File: config.mk
export PLATFORM = sky130hd
export DESIGN_NAME = dlpc_ctrl
export DESIGN_NICKNAME = d
export VERILOG_FILES = /design/src/dlpc_pkg.sv /design/src/dlpc_channel_pwr.sv /design/src/dlpc_ctrl.sv
export SDC_FILE = /design/constraint.sdc
export NUM_CORES = 1
export LEC_CHECK = 0
export BUFFER_PORTS_ARGS = -buffer_cell sky130_fd_sc_hd__buf_2
export CAP_MARGIN = 15
export CORE_MARGIN = 3
export CORE_UTILIZATION = 48
export DETAILED_ROUTE_END_ITERATION = 8
export PLACE_DENSITY = 0.83
export SYNTH_ARGS = -nofsm -noshare
export SYNTH_HDL_FRONTEND = slang
export SYNTH_SLANG_ARGS = --single-unit
File: constraint.sdc
create_clock -name mclk -period 1.8 [get_ports mclk]
set_input_delay 0.27 -clock mclk [delete_from_list [all_inputs] [get_ports mclk]]
set_output_delay 0.27 -clock mclk [all_outputs]
set_load 0.05 [all_outputs]
File: src/dlpc_pkg.sv
package dlpc_pkg;

	// ****************************************************************
	// Power-down selector encodings
	// ****************************************************************
	localparam logic [1:0] PD_NORMAL  = 2'h0;
	localparam logic [1:0] PD_PULL_1K = 2'h1;
	localparam logic [1:0] PD_PULL_100K = 2'h2;
	localparam logic [1:0] PD_OPEN    = 2'h3;

	// ****************************************************************
	// Reference selector encodings
	// ****************************************************************
	localparam logic [1:0] REF_SUPPLY   = 2'h0;
	localparam logic [1:0] REF_BANDGAP  = 2'h1;
	localparam logic [1:0] REF_PIN_UNBUF = 2'h2;
	localparam logic [1:0] REF_PIN_BUF  = 2'h3;

	// ****************************************************************
	// Timing
	// ****************************************************************
	localparam int CLK_PERIOD_NS     = 50;
	localparam int ENTRY_DELAY_NS    = 1000;
	localparam int EXIT_DELAY_NS     = 2000;
	localparam int ENTRY_DELAY_CYC   = (ENTRY_DELAY_NS + CLK_PERIOD_NS - 1) / CLK_PERIOD_NS;
	localparam int EXIT_DELAY_CYC    = (EXIT_DELAY_NS + CLK_PERIOD_NS - 1) / CLK_PERIOD_NS;
	localparam int DELAY_CNT_W       = 16;

	// ****************************************************************
	// Reset values
	// ****************************************************************
	localparam logic [1:0] PD_RESET   = 2'h0;

	// ****************************************************************
	// Output stage states
	// ****************************************************************
	typedef enum logic [1:0] {
		ST_DRIVE    = 2'b00,
		ST_ENTERING = 2'b01,
		ST_DOWN     = 2'b10,
		ST_EXITING  = 2'b11
	} dlpc_out_state_t;

endpackage : dlpc_pkg

File: src/dlpc_channel_pwr.sv
`timescale 1ns/1ns
// ****************************************************************
// One channel: power-down sequencing and current consumers
// ****************************************************************
module dlpc_channel_pwr #(
	parameter int ENTRY_CYC = dlpc_pkg::ENTRY_DELAY_CYC,
	parameter int EXIT_CYC  = dlpc_pkg::EXIT_DELAY_CYC
) (
	input  wire logic       mclk,
	input  wire logic       rst_n,
	input  wire logic [1:0] powerdown_select,
	input  wire logic [1:0] reference_select,
	output logic            amp_drive,
	output logic            pull_1k_en,
	output logic            pull_100k_en,
	output logic            amp_power,
	output logic            ladder_from_supply,
	output logic            ladder_from_pin,
	output logic            ref_buffer_en,
	output logic            bandgap_en,
	output logic            in_powerdown
);

	localparam logic [dlpc_pkg::DELAY_CNT_W-1:0] ENTRY_N =
		dlpc_pkg::DELAY_CNT_W'(ENTRY_CYC);
	localparam logic [dlpc_pkg::DELAY_CNT_W-1:0] EXIT_N =
		dlpc_pkg::DELAY_CNT_W'(EXIT_CYC);

	dlpc_pkg::dlpc_out_state_t         state;
	dlpc_pkg::dlpc_out_state_t         next_state;
	logic [dlpc_pkg::DELAY_CNT_W-1:0]  cnt;
	logic [dlpc_pkg::DELAY_CNT_W-1:0]  next_cnt;
	logic [1:0]                        held_mode;
	logic [1:0]                        next_held_mode;
	logic                              pd_req;

	assign pd_req = (powerdown_select != dlpc_pkg::PD_NORMAL);

	// ****************************************************************
	// Entry and exit sequencing
	// ****************************************************************
	always_comb begin
		next_state     = state;
		next_cnt       = cnt;
		next_held_mode = held_mode;
		case (state)
			dlpc_pkg::ST_DRIVE: begin
				if (pd_req) begin
					next_state = dlpc_pkg::ST_ENTERING;
					next_cnt   = ENTRY_N - 1'b1;
				end
			end
			dlpc_pkg::ST_ENTERING: begin
				if (!pd_req) begin
					next_state = dlpc_pkg::ST_DRIVE;
				end else if (cnt == '0) begin
					next_state     = dlpc_pkg::ST_DOWN;
					next_held_mode = powerdown_select;
				end else begin
					next_cnt = cnt - 1'b1;
				end
			end
			dlpc_pkg::ST_DOWN: begin
				next_held_mode = powerdown_select;
				if (!pd_req) begin
					next_state = dlpc_pkg::ST_EXITING;
					next_cnt   = EXIT_N - 1'b1;
				end
			end
			dlpc_pkg::ST_EXITING: begin
				if (pd_req) begin
					next_state     = dlpc_pkg::ST_DOWN;
					next_held_mode = powerdown_select;
				end else if (cnt == '0) begin
					next_state = dlpc_pkg::ST_DRIVE;
				end else begin
					next_cnt = cnt - 1'b1;
				end
			end
			default: begin
				next_state = dlpc_pkg::ST_DRIVE;
			end
		endcase
	end

	always_ff @(posedge mclk) begin
		if (!rst_n) begin
			state     <= dlpc_pkg::ST_DRIVE;
			cnt       <= '0;
			held_mode <= dlpc_pkg::PD_RESET;
		end else begin
			state     <= next_state;
			cnt       <= next_cnt;
			held_mode <= next_held_mode;
		end
	end

	// ****************************************************************
	// Output stage and current consumers
	// ****************************************************************
	// amplifier off, output high impedance
	assign amp_drive    = (state == dlpc_pkg::ST_DRIVE) || (state == dlpc_pkg::ST_ENTERING);
	assign in_powerdown = !amp_drive;
	// Pull-down let go as soon as normal mode is asked for
	// pull-down decode
	assign pull_1k_en   = (state == dlpc_pkg::ST_DOWN) && pd_req &&
		(held_mode == dlpc_pkg::PD_PULL_1K);
	assign pull_100k_en = (state == dlpc_pkg::ST_DOWN) && pd_req &&
		(held_mode == dlpc_pkg::PD_PULL_100K);

	assign amp_power          = !pd_req;
	assign ladder_from_supply = !pd_req && (reference_select != dlpc_pkg::REF_PIN_UNBUF);
	assign ladder_from_pin    = !pd_req && (reference_select == dlpc_pkg::REF_PIN_UNBUF);
	assign ref_buffer_en      = !pd_req && (reference_select == dlpc_pkg::REF_BANDGAP ||
		reference_select == dlpc_pkg::REF_PIN_BUF);
	assign bandgap_en         = (reference_select == dlpc_pkg::REF_BANDGAP);

	// ****************************************************************
	// Checks
	// ****************************************************************
	a_entry_delay_hold: assert property (@(posedge mclk) disable iff (!rst_n)
		(state == dlpc_pkg::ST_DRIVE && pd_req) |=> amp_drive)
		else $error("output stopped driving before entry delay");

	a_pulldown_only_down: assert property (@(posedge mclk) disable iff (!rst_n)
		(pull_1k_en || pull_100k_en) |-> !amp_drive && pd_req)
		else $error("pull-down enabled while driving");

	a_exit_delay_hold: assert property (@(posedge mclk) disable iff (!rst_n)
		(state == dlpc_pkg::ST_DOWN && !pd_req) |=> !amp_drive)
		else $error("output driving before exit delay");

	a_bandgap_down: assert property (@(posedge mclk) disable iff (!rst_n)
		pd_req |-> (bandgap_en == (reference_select == dlpc_pkg::REF_BANDGAP))
		&& !ref_buffer_en && !amp_power)
		else $error("consumer left on in power-down");

	a_consumers_normal: assert property (@(posedge mclk) disable iff (!rst_n)
		!pd_req |-> amp_power && (ladder_from_pin != ladder_from_supply)
		&& (ref_buffer_en == reference_select[0]))
		else $error("consumer wrong in normal mode");

endmodule : dlpc_channel_pwr

File: src/dlpc_ctrl.sv
`timescale 1ns/1ns
// What this block does
// - Gate high blocks copying code to output; register writes still accepted.
// - Gate low copies each code register to its output continuously.
// - Gate pin is asynchronous and passes a two-flop synchroniser.
// - All channels on one gate update together when it falls.
// - Each channel has its own power-down selector and state.
// - Selector 00 normal, 01 1k pull-down, 10 100k pull-down, 11 open.
// - Power-down turns off amplifier, output pulled down (01, 10) or floats (11), registers kept.
// - Entering power-down waits the entry delay before output stops.
// - Selector changes only by register write, wake-up, general call reset or reset load from store.
// - Selector updated by write, general call reset, general call wake-up.
// - Command interface stays active during any power-down.
// - General call reset loads code and reference from nonvolatile values, clears selector.
// - Normal mode powers amplifier, ladder source and buffer per reference.
// - Power-down turns off amplifier, ladder, buffer; band gap stays on only for reference 01.
// - Write of 00, wake-up or general call reset returns selector to normal.
// - Leaving power-down waits the exit delay before output drives.
module dlpc_ctrl #(
	parameter int CODE_W    = 12,
	parameter int CHANNELS  = 2,
	parameter int ENTRY_CYC = dlpc_pkg::ENTRY_DELAY_CYC,
	parameter int EXIT_CYC  = dlpc_pkg::EXIT_DELAY_CYC
) (
	input  wire logic                       mclk,
	input  wire logic                       rst_n,
	input  wire logic                       wiper_transfer_gate,
	input  wire logic                       code_wr,
	input  wire logic [CHANNELS-1:0]        code_wr_sel,
	input  wire logic [CODE_W-1:0]          code_wr_data,
	input  wire logic                       pd_wr,
	input  wire logic [CHANNELS-1:0]        pd_wr_sel,
	input  wire logic [1:0]                 pd_wr_data,
	input  wire logic                       ref_wr,
	input  wire logic [CHANNELS-1:0]        ref_wr_sel,
	input  wire logic [1:0]                 ref_wr_data,
	input  wire logic                       gc_reset,
	input  wire logic                       gc_wakeup,
	input  wire logic [CHANNELS*CODE_W-1:0] nv_code,
	input  wire logic [CHANNELS*2-1:0]      nv_powerdown_select,
	input  wire logic [CHANNELS*2-1:0]      nv_reference_select,
	output logic [CHANNELS*CODE_W-1:0]      volatile_code,
	output logic [CHANNELS*CODE_W-1:0]      output_code,
	output logic [CHANNELS*2-1:0]           powerdown_select,
	output logic [CHANNELS*2-1:0]           reference_select,
	output logic [CHANNELS-1:0]             amp_drive,
	output logic [CHANNELS-1:0]             pull_1k_en,
	output logic [CHANNELS-1:0]             pull_100k_en,
	output logic [CHANNELS-1:0]             amp_power,
	output logic [CHANNELS-1:0]             ladder_from_supply,
	output logic [CHANNELS-1:0]             ladder_from_pin,
	output logic [CHANNELS-1:0]             ref_buffer_en,
	output logic [CHANNELS-1:0]             bandgap_en,
	output logic                            all_powered_down,
	output logic                            cmd_ready
);

	// ****************************************************************
	// Gate synchroniser
	// ****************************************************************
	logic gate_meta;
	logic gate_sync;
	logic gate_prev;
	logic next_gate_meta;
	logic next_gate_sync;
	logic next_gate_prev;

	always_comb begin
		next_gate_meta = wiper_transfer_gate;
		next_gate_sync = gate_meta;
		next_gate_prev = gate_sync;
	end

	always_ff @(posedge mclk) begin
		if (!rst_n) begin
			gate_meta <= 1'b1;
			gate_sync <= 1'b1;
			gate_prev <= 1'b1;
		end else begin
			gate_meta <= next_gate_meta;
			gate_sync <= next_gate_sync;
			gate_prev <= next_gate_prev;
		end
	end

	// ****************************************************************
	// Volatile registers
	// ****************************************************************
	logic [CHANNELS*CODE_W-1:0] next_volatile_code;
	logic [CHANNELS*CODE_W-1:0] next_output_code;
	logic [CHANNELS*2-1:0]      next_powerdown_select;
	logic [CHANNELS*2-1:0]      next_reference_select;
	logic [CHANNELS-1:0]        in_pd;
	logic                       loaded;
	logic                       next_loaded;

	always_comb begin
		next_volatile_code    = volatile_code;
		next_powerdown_select = powerdown_select;
		next_reference_select = reference_select;
		next_loaded           = 1'b1;
		// general call reset reloads code and reference from nonvolatile values
		// power-on load path loads selector from nonvolatile store; general call reset clears it
		if (gc_reset || !loaded) begin
			next_volatile_code    = nv_code;
			next_powerdown_select = nv_powerdown_select;
			next_reference_select = nv_reference_select;
			if (gc_reset) begin
				next_powerdown_select = '0;
			end
		end else begin
			for (int c = 0; c < CHANNELS; c++) begin
				if (code_wr && code_wr_sel[c]) begin
					next_volatile_code[c*CODE_W +: CODE_W] = code_wr_data;
				end
				if (pd_wr && pd_wr_sel[c]) begin
					next_powerdown_select[c*2 +: 2] = pd_wr_data;
				end
				if (ref_wr && ref_wr_sel[c]) begin
					next_reference_select[c*2 +: 2] = ref_wr_data;
				end
				if (gc_wakeup) begin
					next_powerdown_select[c*2 +: 2] = dlpc_pkg::PD_NORMAL;
				end
			end
		end
	end

	// all channels share the synchronised gate
	always_comb begin
		if (gate_sync) begin
			next_output_code = output_code;
		end else begin
			next_output_code = volatile_code;
		end
	end

	always_ff @(posedge mclk) begin
		if (!rst_n) begin
			volatile_code    <= '0;
			output_code      <= '0;
			powerdown_select <= '0;
			reference_select <= '0;
			loaded           <= 1'b0;
		end else begin
			volatile_code    <= next_volatile_code;
			output_code      <= next_output_code;
			powerdown_select <= next_powerdown_select;
			reference_select <= next_reference_select;
			loaded           <= next_loaded;
		end
	end

	// command port never gated by power-down
	assign cmd_ready        = loaded;
	// flag lets the host avoid nonvolatile writes
	assign all_powered_down = &in_pd;

	// ****************************************************************
	// Per-channel power sequencing
	// ****************************************************************
	for (genvar g = 0; g < CHANNELS; g++) begin : g_ch
		dlpc_channel_pwr #(
			.ENTRY_CYC (ENTRY_CYC),
			.EXIT_CYC  (EXIT_CYC)
		) u_pwr (
			.mclk               (mclk),
			.rst_n              (rst_n),
			.powerdown_select   (powerdown_select[g*2 +: 2]),
			.reference_select   (reference_select[g*2 +: 2]),
			.amp_drive          (amp_drive[g]),
			.pull_1k_en         (pull_1k_en[g]),
			.pull_100k_en       (pull_100k_en[g]),
			.amp_power          (amp_power[g]),
			.ladder_from_supply (ladder_from_supply[g]),
			.ladder_from_pin    (ladder_from_pin[g]),
			.ref_buffer_en      (ref_buffer_en[g]),
			.bandgap_en         (bandgap_en[g]),
			.in_powerdown       (in_pd[g])
		);
	end

	// ****************************************************************
	// Checks
	// ****************************************************************
	a_gate_blocks_copy: assert property (@(posedge mclk) disable iff (!rst_n)
		gate_sync |=> $stable(output_code))
		else $error("output code changed while gate high");

	a_gate_low_copies: assert property (@(posedge mclk) disable iff (!rst_n)
		!gate_sync |=> output_code == $past(volatile_code))
		else $error("output code not copied while gate low");

	a_sync_latency: assert property (@(posedge mclk) disable iff (!rst_n)
		(gate_prev && !gate_sync) |=> output_code == $past(volatile_code))
		else $error("channels not updated together on gate fall");

	a_wakeup_normal: assert property (@(posedge mclk) disable iff (!rst_n)
		(gc_wakeup && !gc_reset && loaded) |=> powerdown_select == '0)
		else $error("wake-up did not clear selector");

	a_gc_reset_load: assert property (@(posedge mclk) disable iff (!rst_n)
		gc_reset |=> volatile_code == $past(nv_code)
		&& reference_select == $past(nv_reference_select))
		else $error("general call reset did not load stored values");

	a_pd_change_cause: assert property (@(posedge mclk) disable iff (!rst_n)
		(loaded && !gc_reset && !gc_wakeup && !pd_wr) |=> $stable(powerdown_select))
		else $error("selector changed without a command");

	a_write_lands: assert property (@(posedge mclk) disable iff (!rst_n)
		(loaded && !gc_reset && code_wr && code_wr_sel[0])
		|=> volatile_code[CODE_W-1:0] == $past(code_wr_data))
		else $error("code write did not land");

	a_code_retained: assert property (@(posedge mclk) disable iff (!rst_n)
		(loaded && !gc_reset && !code_wr) |=> $stable(volatile_code))
		else $error("code register changed without a write");

	a_pd_write_lands: assert property (@(posedge mclk) disable iff (!rst_n)
		(loaded && !gc_reset && !gc_wakeup && pd_wr && pd_wr_sel[0])
		|=> powerdown_select[1:0] == $past(pd_wr_data))
		else $error("selector write did not land");

	a_gc_reset_wakes: assert property (@(posedge mclk) disable iff (!rst_n)
		gc_reset |=> powerdown_select == '0)
		else $error("general call reset left a channel powered down");

	a_power_on_load: assert property (@(posedge mclk) disable iff (!rst_n)
		(!loaded && !gc_reset) |=> powerdown_select == $past(nv_powerdown_select))
		else $error("selector not loaded from store after reset");

	a_channels_apart: assert property (@(posedge mclk) disable iff (!rst_n)
		(loaded && !gc_reset && !gc_wakeup && !(pd_wr && pd_wr_sel[CHANNELS-1]))
		|=> $stable(powerdown_select[CHANNELS*2-1 -: 2]))
		else $error("selector of unaddressed channel changed");

endmodule : dlpc_ctrl

==> results of run 1 <==
## cell usage after synthesis (3+ instances only)
library cell / count
or4_1: 8
or3_1: 9
nand3_1: 31
o22ai_1: 3
o41ai_1: 4
o21ai_0: 15
dfxtp_1: 99
a311oi_1: 29
a21oi_1: 19
nand4_1: 5
and2_1: 5
or3_2: 4
nand3b_1: 3
a31oi_1: 4
nand2_1: 65
mux2i_1: 32
nand2b_1: 18
a211o_1: 4
a211oi_1: 10
buf_2: 3
clkbuf_1: 26
nor3_1: 12
buf_4: 17
o31ai_1: 11
nor4_1: 7
nor2_1: 70
buf_1: 4
nor2b_1: 6
o21a_1: 3
inv_1: 11
nor3b_1: 6
nor4_2: 3
o211ai_1: 3
## power by group through the flow
| stage | clock network, mW | registers, mW | logic (mW) |
|---|---|---|---|
| after floorplan | 0 | 2.76 | 1.15 |
| after global placement | 0 | 2.56 | 2.01 |
| after detailed placement | 0 | 2.57 | 2.06 |
| after CTS | 1.28 | 2.52 | 2.14 |
| after global routing | 1.38 | 2.57 | 2.52 |
| final | 1.27 | 2.55 | 2.35 |
## flip-flops by register name, summed over array words and instances (netlist names), named ones only
signal / flops
cmd_ready: 1
g_ch.u_pwr.cnt: 32
g_ch.u_pwr.held_mode: 4
g_ch.u_pwr.state: 2
gate_meta: 1
gate_sync: 1
output_code: 24
powerdown_select: 4
reference_select: 4
volatile_code: 24
## routing by layer
| metal | vias to the layer above | track usage |
|---|---|---|
| met5 | - | 0 |
| met2 | 278 | 0.4272 |
| met3 | 48 | 0.06746 |
| met4 | 0 | 0.1542 |
| met1 | 2478 | 0.2924 |
| li1 | 2489 | - |
## placed cells by master (no fill, tap or decap), types with 4 or more instances in the layout
master / count
buf_2: 129
dfxtp_1: 84
buf_4: 67
nor2_1: 65
nand2_1: 65
mux2i_1: 32
nand3_1: 31
a311oi_1: 29
nand2b_1: 18
a21oi_1: 18
dfxtp_2: 12
nor3_1: 11
a211oi_1: 10
o21ai_0: 10
o31ai_1: 9
clkbuf_8: 9
or3_1: 8
inv_2: 6
nor4_1: 6
and2_1: 5
nand4_1: 5
or4_4: 5
or4_1: 5
buf_6: 5
nor3b_2: 4
nor2b_1: 4
a211o_1: 4
inv_1: 4
or3_4: 4
a31oi_1: 4
## what timing repair did
| action | in CTS | in global routing |
|---|---|---|
| pin swaps | 5 | 19 |
| gates resized for setup | 27 | 50 |
| setup buffers | 2 | 10 |
| endpoints found under the setup margin | 14 | 32 |
## layout make-up
cell class / instances / area [sq um] / share of cell area
multi-input combinational: 429 / 2910 / 0.4437
timing repair buffer: 204 / 1265 / 0.1929
antenna: 1 / 2.502 / 0.0003815
tap: 133 / 166.4 / 0.02537
clock buffer: 12 / 135.1 / 0.02060
inverter: 11 / 45.04 / 0.006868
clock inverter: 4 / 26.28 / 0.004006
sequential: 99 / 2008 / 0.3062
## per-stage QoR
step / instances / cell area (sq um)
after detailed placement: 864 / 6036
final: 893 / 6559
after global routing: 892 / 6556
after global placement: 864 / 6036
after CTS: 882 / 6287
after floorplan: 590 / 5000
## critical path, stage by stage, from the launching register on
cell and delay [ns]:
dfxtp_2 0.34, or4_4 0.57, nor4_4 0.30, buf_4 0.20, a21oi_1 0.06, a32o_1 0.21
## final timing paths
path                                           start                           endpoint  slack [ns]  cells after the start
setup / recovery  g_ch[0].u_pwr.cnt[13]$_SDFFE_PN0P_  g_ch[0].u_pwr.cnt[4]$_SDFFE_PN0P_        0.01                      5
hold reg to reg                 gate_meta$_SDFF_PN1_               gate_sync$_SDFF_PN1_        0.44                      1
setup reg to reg  g_ch[0].u_pwr.cnt[13]$_SDFFE_PN0P_  g_ch[0].u_pwr.cnt[4]$_SDFFE_PN0P_        0.01                      5
hold / removal                   wiper_transfer_gate               gate_meta$_SDFF_PN1_         0.1                      2
## logic make-up after synthesis
group,count (synthesis),synth area share
compound gates,126,0.1871
xor+xnor,1,0.001756
fa+ha+maj,2,0.005016
buf+inv,62,0.06170
flops,99,0.3973
mux,32,0.06421
simple gates,268,0.2829
==> key figures, run 1 <==
Logic synthesis
  • Post-synth ARST share: 0
  • Main synth FF type: dfxtp_1
  • Post-synth EDFFs: 0
  • YS warnings: 0
  • Post-synthesis sequential area ratio: 0.3973
  • Mapped Nets: 654
  • Yosys cell types: 63
  • Synth top area cells: dfxtp_1, mux2i_1, nor2_1
  • Area leader, netlist: dfxtp_1
  • Post-Syn Area: 4989 sq um
  • Flops & latches, synth: between 90 and 100
  • Avg Cell Area, Syn: 8.455 sq um
  • Gate Count Post-Synth: 590
  • Top cell type's share of synthesized area: 0.3973

STA
  • Slew Limit Fails: 0
  • Finish-stage setup viols: 0
  • Worst-Margin Slew: 0.4896 ns
  • Final hold viol count: 0
  • Final setup TNS: 0 ns
  • Period utilization: 0.9941
  • Worst setup margin: 0.01066 ns
  • Fin crit period: roughly 1.8 ns
  • Post-Route Skew: 0.009070 ns
  • Max Clock Freq: 0.5589 GHz
  • Max_slew headroom: 0.6717
  • Hold slack: 0.09539 ns
  • RSZ-0062 raised after global routing: yes

Layout
  • Area delta synth->final: 31.48%
  • Layout net count: ~820
  • Fill cells: around 800
  • Share of layout cells above drive strength 1: 0.3860
  • Final core occ: 0.6589

Routing
  • Drt first pass iters: 8
  • Met2 WL: 7451 um
  • Wire per inst: 17.13 um
  • Routed WL: 15300 um
  • Routed wl met3: between 1000 and 1500 um
  • Highest routed layer: met4
  • M1 WL: between 5000 and 6000 um
  • Via count: 5293
  • Final ANT Viol Nets: 0
  • Drt via density: 5.927
  • First DRT Iteration DRCs: 288
  • Drt drc: 0

Clock tree
  • TritonCTS clock tree: done
  • TritonCTS buffer count: 9
  • CTS H-tree depth: 3
  • Root buf cell: clkbuf_8
  • Number of buffers added to fix hold violations after cts: 0
  • CTS Sinks: 99
  • Worst-Skew Late Latency: ~0.37 ns
  • CTS max path bufs: 2
  • Reg clk slew, reported paths: 0.09 ns

Place
  • Port bufs: 135
  • RD Place Congestion: 0.9728
  • Placed wire-length estimate: 11030 um
  • Pre-CTS setup slack: -0.06687 ns

Floorplan
  • Initial cell density of the core: 0.5011
  • Chip width: ~110 um
  • I/O pin cnt: 136
  • Die area: 11650 sq um
  • Rows: 36
  • Core Region: between 9000 and 10000 sq um
  • DIE HEIGHT: around 110 um

Power
  • Comb power frac: 0.381
  • P per Cell Area: ~940 nW/um^2
  • Net switching power: 2.312 mW
  • Lkg Pwr: 2.849 nW
  • VDD IR max: 0.5740 mV
  • Seq pwr share: 0.413
  • Tot Pwr: between 6 and 7 mW
  • P_int: approximately 3.9 mW
  • Clock power share: 0.205
  • Sw frac: 0.3748

Worst setup path
  • CP Capture Type: register
  • CP Class: reg -> reg
  • CP max FO: 7
  • Startpoint Class: register
  • Worst Path Required: between 2 and 2.5 ns
  • Arrival time worst endpoint: 2.05 ns

Global route
  • GR Overflow Total: 0
  • Vias in the first global route: 5003
  • All-Layer GR Usage: 0.2556
  • Pin count of the biggest net entering global routing: slightly above 60
  • Antenna violations before repair: 0
  • Global-route wire length before repair: about 24000 um

Status
  • Status: finished clean

Run
  • Maxcap violations: 0

Hold path
  • Worst Hold Class: in -> reg
(Power assumes the default switching activity.)
==> run 2: changes to the inputs <==
Settings changed: SETUP_SLACK_MARGIN from default to 0.2.
==> key figures, run 2 (synthesis results as in run 1) <==
Status
  • Status: complete, but fails checks (was finished clean)
  • Failing checks: setup timing

Routing
  • First DRT Iteration DRCs: 361 (was 288)
  • Wire per inst: 20.05 um (was 17.13 um)
  • Via count: 5668 (was 5293)
  • Drt drc: 0 (unchanged)
  • Drt via density: 6.201 (was 5.927)
  • Final ANT Viol Nets: 0 (unchanged)
  • Drt first pass iters: 8 (unchanged)
  • Routed WL: 18320 um (was 15300 um)

Hold path
  • Worst Hold Class: in -> reg (unchanged)

Floorplan
  • I/O pin cnt: 136 (unchanged)
  • Core Region: 9955 sq um (unchanged)
  • DIE HEIGHT: 107.9 um (unchanged)
  • Chip width: 107.9 um (unchanged)
  • Rows: 36 (unchanged)
  • Die area: 11650 sq um (unchanged)
  • Initial cell density of the core: 0.5011 (unchanged)

Power
  • P_int: 4.571 mW (was 3.857 mW)
  • Clock power share: 0.230 (was 0.205)
  • Comb power frac: 0.416 (was 0.381)
  • Lkg Pwr: 3.120 nW (was 2.849 nW)
  • Net switching power: 2.805 mW (was 2.312 mW)
  • Seq pwr share: 0.353 (was 0.413)
  • Sw frac: 0.3803 (was 0.3748)
  • P per Cell Area: 1004 nW/um^2 (was 940.5 nW/um^2)
  • VDD IR max: 0.5877 mV (was 0.5740 mV)

Global route
  • Vias in the first global route: 5251 (was 5003)
  • Pin count of the biggest net entering global routing: 57 (was 61)
  • Antenna violations before repair: 1 (was 0)
  • GR Overflow Total: 0 (unchanged)
  • Global-route wire length before repair: 26010 um (was 23970 um)
  • All-Layer GR Usage: 0.2762 (was 0.2556)

Layout
  • Largest register FFs: 32 (unchanged)
  • Register area: 2054 sq um (was 2008 sq um)
  • Most common cell after layout, fill and taps aside: buf_2 (unchanged)
  • Area delta synth->final: 47.25% (was 31.48%)
  • ANT cells: 0 (was 1)
  • Top Registers: g_ch.u_pwr.cnt (32), output_code (24), volatile_code (24) (unchanged)
  • Layout net count: 840 (was 818)
  • Multi-input logic area: 3377 sq um (was 2910 sq um)
  • Commonest non-fill, non-tap cells in the layout: buf_2, buf_4, dfxtp_1 (was buf_2, dfxtp_1, buf_4)
  • Share of layout cells above drive strength 1: 0.4942 (was 0.3860)
  • Most flops, register: g_ch.u_pwr.cnt (unchanged)
  • Fill cells: 632 (was 802)

Worst setup path
  • WP depth: 8 (was 5)
  • CP max FO: 5 (was 7)
  • Reg2reg setup slack: -0.04 ns (was 0.01 ns)
  • Startpoint Class: register (unchanged)
  • Worst R2R Path Depth: 8 (was 5)
  • Highest cell delay on the worst timing path: 0.36 ns (was 0.57 ns)
  • Crit path cell chain: inv_2, ha_4, nor3b_4, buf_4, nand4_1, o21ai_2, buf_6, o22ai_2 (was or4_4, nor4_4, buf_4, a21oi_1, a32o_1)
  • Worst Path Required: 2.05 ns (was 2.06 ns)
  • Setup crit end: g_ch[1].u_pwr.cnt[2]$_SDFFE_PN0P_ (was g_ch[0].u_pwr.cnt[4]$_SDFFE_PN0P_)
  • Arrival time worst endpoint: 2.09 ns (was 2.05 ns)
  • Origin of the worst setup path: g_ch[1].u_pwr.cnt[0]$_SDFFE_PN0P_ (was g_ch[0].u_pwr.cnt[13]$_SDFFE_PN0P_)
  • Worst Path Buf+Inv: 3 (was 1)
  • Delay-heaviest family, CP: simple AND/OR/NAND/NOR gates (unchanged)
  • FF-to-FF End: g_ch[1].u_pwr.cnt[2]$_SDFFE_PN0P_ (was g_ch[0].u_pwr.cnt[4]$_SDFFE_PN0P_)
  • Max stage delay cell, worst path: dfxtp_4 (was or4_4)
  • Reg-to-reg startpoint: g_ch[1].u_pwr.cnt[0]$_SDFFE_PN0P_ (was g_ch[0].u_pwr.cnt[13]$_SDFFE_PN0P_)
  • CP Capture Type: register (unchanged)
  • CP Class: reg -> reg (unchanged)

STA
  • Post-Route Skew: 0.01462 ns (was 0.009070 ns)
  • Max Clock Freq: 0.5441 GHz (was 0.5589 GHz)
  • Period utilization: 1.021 (was 0.9941)
  • RSZ-0062 raised after global routing: yes (unchanged)
  • Worst setup margin: -0.03805 ns (was 0.01066 ns)
  • Slew Limit Fails: 0 (unchanged)
  • Max_slew headroom: 0.6805 (was 0.6717)
  • Worst-Margin Slew: 0.4763 ns (was 0.4896 ns)
  • Finish-stage setup viols: 5 (was 0)
  • Final hold viol count: 0 (unchanged)
  • Fin crit period: 1.838 ns (was 1.789 ns)
  • Final setup TNS: -0.09906 ns (was 0 ns)

Clock tree
  • Worst-Skew Late Latency: 0.37 ns (about the same)
  • CTS H-tree depth: 3 (unchanged)
  • CTS Sinks: 99 (unchanged)
  • TritonCTS buffer count: 9 (unchanged)
  • Root buf cell: clkbuf_8 (unchanged)
  • CTS max path bufs: 2 (unchanged)
  • Number of buffers added to fix hold violations after cts: 0 (unchanged)
  • TritonCTS clock tree: done (unchanged)
  • Reg clk slew, reported paths: 0.10 ns (was 0.09 ns)

Place
  • Pre-CTS setup slack: -0.005045 ns (was -0.06687 ns)
  • Placed wire-length estimate: 10830 um (was 11030 um)
  • Port bufs: 135 (unchanged)
  • RD Place Congestion: 0.9423 (was 0.9728)

Run
  • Maxcap violations: 0 (unchanged)
==> run 2: cell count changes in the layout (fill, tap and decap cells not counted), sizes merged <==
cell      delta
nand4        +2
buf         +20
inv          +1
clkinvlp     -2
clkinv       -1
diode        -1
bufinv       +2
==> run 2: layout make-up <==
cell class / count / share of cell area
Multi-Input combinational cell: 431 / 0.4597
Inverter: 11 / 0.005962
Clock buffer: 12 / 0.02129
Tap cell: 133 / 0.02265
Clock inverter: 4 / 0.01090
Timing Repair Buffer: 224 / 0.1998
Sequential cell: 99 / 0.2797
==> run 2: through the flow <==
step | total power [mW] | utilization | cell area (sq um) | cells | hold slack [ns]
6_report | 7.375 | 0.7379 | 7346 | 914 | 0.1161
2_1_floorplan | 4.044 | - | 5161 | 590 | 0.2977
5_1_grt | 7.632 | 0.7379 | 7346 | 914 | 0.1084
4_1_cts | 6.763 | 0.6874 | 6843 | 895 | 0.1100
3_3_place_gp | 4.562 | 0.6018 | 5991 | 842 | 0.4161
3_5_place_dp | 4.626 | 0.6018 | 5991 | 842 | 0.3990
==> run 2: worst min-delay path by stage <==
stage                          from                   end  slack (ns)  cells past startpoint
2_1_floorplan                 rst_n     cmd_ready$_DFF_P_        0.30                      0
3_3_place_gp   gate_meta$_SDFF_PN1_  gate_sync$_SDFF_PN1_        0.42                      1
3_5_place_dp   gate_meta$_SDFF_PN1_  gate_sync$_SDFF_PN1_        0.40                      1
4_1_cts         wiper_transfer_gate  gate_meta$_SDFF_PN1_        0.11                      2
5_1_grt         wiper_transfer_gate  gate_meta$_SDFF_PN1_        0.11                      2
6_report        wiper_transfer_gate  gate_meta$_SDFF_PN1_        0.12                      2
==> run 2: timing repair <==
action                     CTS  global route
gates cloned                 2             0
pin swaps                   34            32
gates resized for setup     95            87
buffers inserted            35            19
setup endpoints to repair   51            52
==> run 2: power by group through the flow <==
stage	Clock [mW]	Combinational (mW)	Sequential [mW]
after floorplan	0	1.28	2.77
after CTS	1.69	2.51	2.56
after global routing	1.80	3.21	2.63
after global placement	0	1.98	2.58
after detailed placement	0	2.03	2.59
final	1.70	3.07	2.61
==> run 2: metal layers <==
metal  track usage  up-vias  part of all wire
met5             0        -           0.00071
met4        0.1154        2             0.048
met2        0.4774      388              0.47
met1        0.3270     2643              0.38
met3       0.06806       84              0.10
li1              -     2551                 -
==> run 3: changes to the inputs <==
Settings changed: CTS_CLUSTER_SIZE from default to 14, SKIP_CTS_REPAIR_TIMING from default to 1.
==> key figures, run 3 (synthesis results as in run 1) <==
Status
  • Status: complete, but fails checks (unchanged)
  • Failing checks: setup timing (unchanged)

Layout
  • Largest register FFs: 32 (unchanged)
  • Final instance area: 7042 sq um (was 7346 sq um)
  • Top Registers: g_ch.u_pwr.cnt (32), output_code (24), volatile_code (24) (unchanged)
  • Layout net count: 819 (was 840)
  • Most flops, register: g_ch.u_pwr.cnt (unchanged)
  • Non-filler cells, final: 893 (was 914)
  • Fill cells: 692 (was 632)
  • Commonest non-fill, non-tap cells in the layout: buf_2, dfxtp_1, buf_4 (was buf_2, buf_4, dfxtp_1)
  • ANT cells: 0 (unchanged)
  • Share of layout cells above drive strength 1: 0.4671 (was 0.4942)
  • Most common cell after layout, fill and taps aside: buf_2 (unchanged)
  • Area delta synth->final: 41.16% (was 47.25%)

Place
  • Port bufs: 135 (unchanged)
  • Placed cells: 842 (unchanged)
  • RD Place Congestion: 0.9423 (unchanged)
  • Placed Area: 5991 sq um (unchanged)
  • Pre-CTS setup slack: -0.005045 ns (unchanged)
  • Placed wire-length estimate: 10830 um (unchanged)

Global route
  • Pin count of the biggest net entering global routing: 57 (unchanged)
  • Antenna violations before repair: 1 (unchanged)
  • All-Layer GR Usage: 0.2448 (was 0.2762)
  • GR Overflow Total: 0 (unchanged)
  • Vias in the first global route: 4773 (was 5251)
  • Global-route wire length before repair: 23180 um (was 26010 um)

Worst setup path
  • CP Capture Type: register (unchanged)
  • CP max FO: 5 (unchanged)
  • FF-to-FF End: g_ch[1].u_pwr.cnt[2]$_SDFFE_PN0P_ (unchanged)
  • Worst Path Required: 2.06 ns (was 2.05 ns)
  • Arrival time worst endpoint: 2.07 ns (was 2.09 ns)
  • Reg2reg setup slack: -0.01 ns (was -0.04 ns)
  • Startpoint Class: register (unchanged)
  • Reg-to-reg startpoint: g_ch[1].u_pwr.cnt[1]$_SDFFE_PN0P_ (was g_ch[1].u_pwr.cnt[0]$_SDFFE_PN0P_)
  • Worst R2R Path Depth: 8 (unchanged)
  • CP Class: reg -> reg (unchanged)

Run
  • Maxcap violations: 0 (unchanged)

Clock tree
  • TritonCTS buffer count: 9 (unchanged)
  • Root buf cell: clkbuf_8 (unchanged)
  • CTS H-tree depth: 3 (unchanged)
  • Reg clk slew, reported paths: 0.09 ns (was 0.10 ns)
  • Worst-Skew Late Latency: 0.38 ns (was 0.37 ns)
  • CTS Sinks: 99 (unchanged)
  • CTS max path bufs: 2 (unchanged)
  • TritonCTS clock tree: done (unchanged)

STA
  • Max_slew headroom: 0.6530 (was 0.6805)
  • Fin crit period: 1.812 ns (was 1.838 ns)
  • Max Clock Freq: 0.5518 GHz (was 0.5441 GHz)
  • Final hold viol count: 0 (unchanged)
  • Worst setup margin: -0.01223 ns (was -0.03805 ns)
  • Finish-stage setup viols: 1 (was 5)
  • Slew Limit Fails: 0 (unchanged)
  • Worst-Margin Slew: 0.5170 ns (was 0.4763 ns)
  • Period utilization: 1.007 (was 1.021)
  • RSZ-0062 raised after global routing: yes (unchanged)
  • Final setup TNS: -0.01223 ns (was -0.09906 ns)
  • Post-Route Skew: 0.01497 ns (was 0.01462 ns)

Routing
  • Wire per inst: 18.91 um (was 20.05 um)
  • Via count: 5480 (was 5668)
  • Drt via density: 6.137 (was 6.201)
  • Final ANT Viol Nets: 0 (unchanged)
  • Routed WL: 16890 um (was 18320 um)
  • Drt first pass iters: 5 (was 8)
  • First DRT Iteration DRCs: 373 (was 361)
  • Drt drc: 0 (unchanged)

Floorplan
  • I/O pin cnt: 136 (unchanged)
  • Core Region: 9955 sq um (unchanged)
  • Initial cell density of the core: 0.5011 (unchanged)
  • DIE HEIGHT: 107.9 um (unchanged)
  • Chip width: 107.9 um (unchanged)
  • Die area: 11650 sq um (unchanged)
  • Rows: 36 (unchanged)

Hold path
  • Worst Hold Depth: 2 (unchanged)
  • Worst Hold Class: in -> reg (unchanged)
  • Hold Path End: gate_meta$_SDFF_PN1_ (unchanged)
  • Hold Path Origin: wiper_transfer_gate (unchanged)

Power
  • Tot Pwr: 7.005 mW (was 7.375 mW)
  • VDD IR max: 0.4770 mV (was 0.5877 mV)
  • Lkg Pwr: 2.998 nW (was 3.120 nW)
  • P per Cell Area: 994.8 nW/um^2 (was 1004 nW/um^2)
==> run 3: where the power goes <==
part | total [mW] | internal [mW] | switching [mW]
Sequential | 2.62 | 2.37 | 0.253
Combinational | 2.69 | 1.15 | 1.54
Clock | 1.70 | 0.882 | 0.816
Total | 7.01 | 4.40 | 2.60
==> run 3: per-layer routing <==
metal  GRT usage  routed length (um)  vias up
li1            -                   -     2506
met4     0.09378                 702        2
met1      0.3010                6281     2567
met2      0.4130                8335      333
met3     0.06149                1553       72
met5           0                  13        -
==> run 3: layout make-up <==
class / count / area (sq um) / share of cell area
timing repair buffer: 205 / 1306 / 0.1855
sequential: 99 / 2053 / 0.2916
clock buffer: 12 / 156.4 / 0.02221
inverter: 11 / 46.29 / 0.006574
tap: 133 / 166.4 / 0.02363
clock inverter: 4 / 80.08 / 0.01137
multi-input combinational: 429 / 3233 / 0.4591
==> run 3: how the worst max path moves through the flow <==
stage	startpoint	endpoint	slack (ns)	cells after the start
final	g_ch[1].u_pwr.cnt[1]$_SDFFE_PN0P_	g_ch[1].u_pwr.cnt[2]$_SDFFE_PN0P_	-0.01	8
after global routing	g_ch[0].u_pwr.cnt[1]$_SDFFE_PN0P_	g_ch[0].u_pwr.cnt[12]$_SDFFE_PN0P_	-0.12	6
after CTS	register	pull_100k_en[1]	-0.28	5
after detailed placement	g_ch[0].u_pwr.cnt[1]$_SDFFE_PN0P_	g_ch[0].u_pwr.cnt[0]$_SDFFE_PN0P_	-0.005	6
after global placement	g_ch[0].u_pwr.cnt[15]$_SDFFE_PN0P_	g_ch[0].u_pwr.held_mode[0]$_SDFFE_PN0P_	0.02	5
after floorplan	g_ch[0].u_pwr.cnt[1]$_SDFFE_PN0P_	g_ch[0].u_pwr.cnt[12]$_SDFFE_PN0P_	0.13	6
==> run 3: critical path: stages (launching register included) <==
cell and delay (ns):
dfxtp_2 0.35, inv_2 0.08, ha_4 0.13, nor3b_4 0.31, buf_4 0.19, nand4_1 0.19, o21ai_2 0.22, buf_4 0.15
o22ai_1 0.08
==> run 3: metrics by stage <==
step	util	hold slack, ns
2_1_floorplan	-	0.2977
3_3_place_gp	0.6018	0.4161
3_5_place_dp	0.6018	0.3990
4_1_cts	0.6256	0.1100
5_1_grt	0.7074	0.1161
6_report	0.7074	0.1355
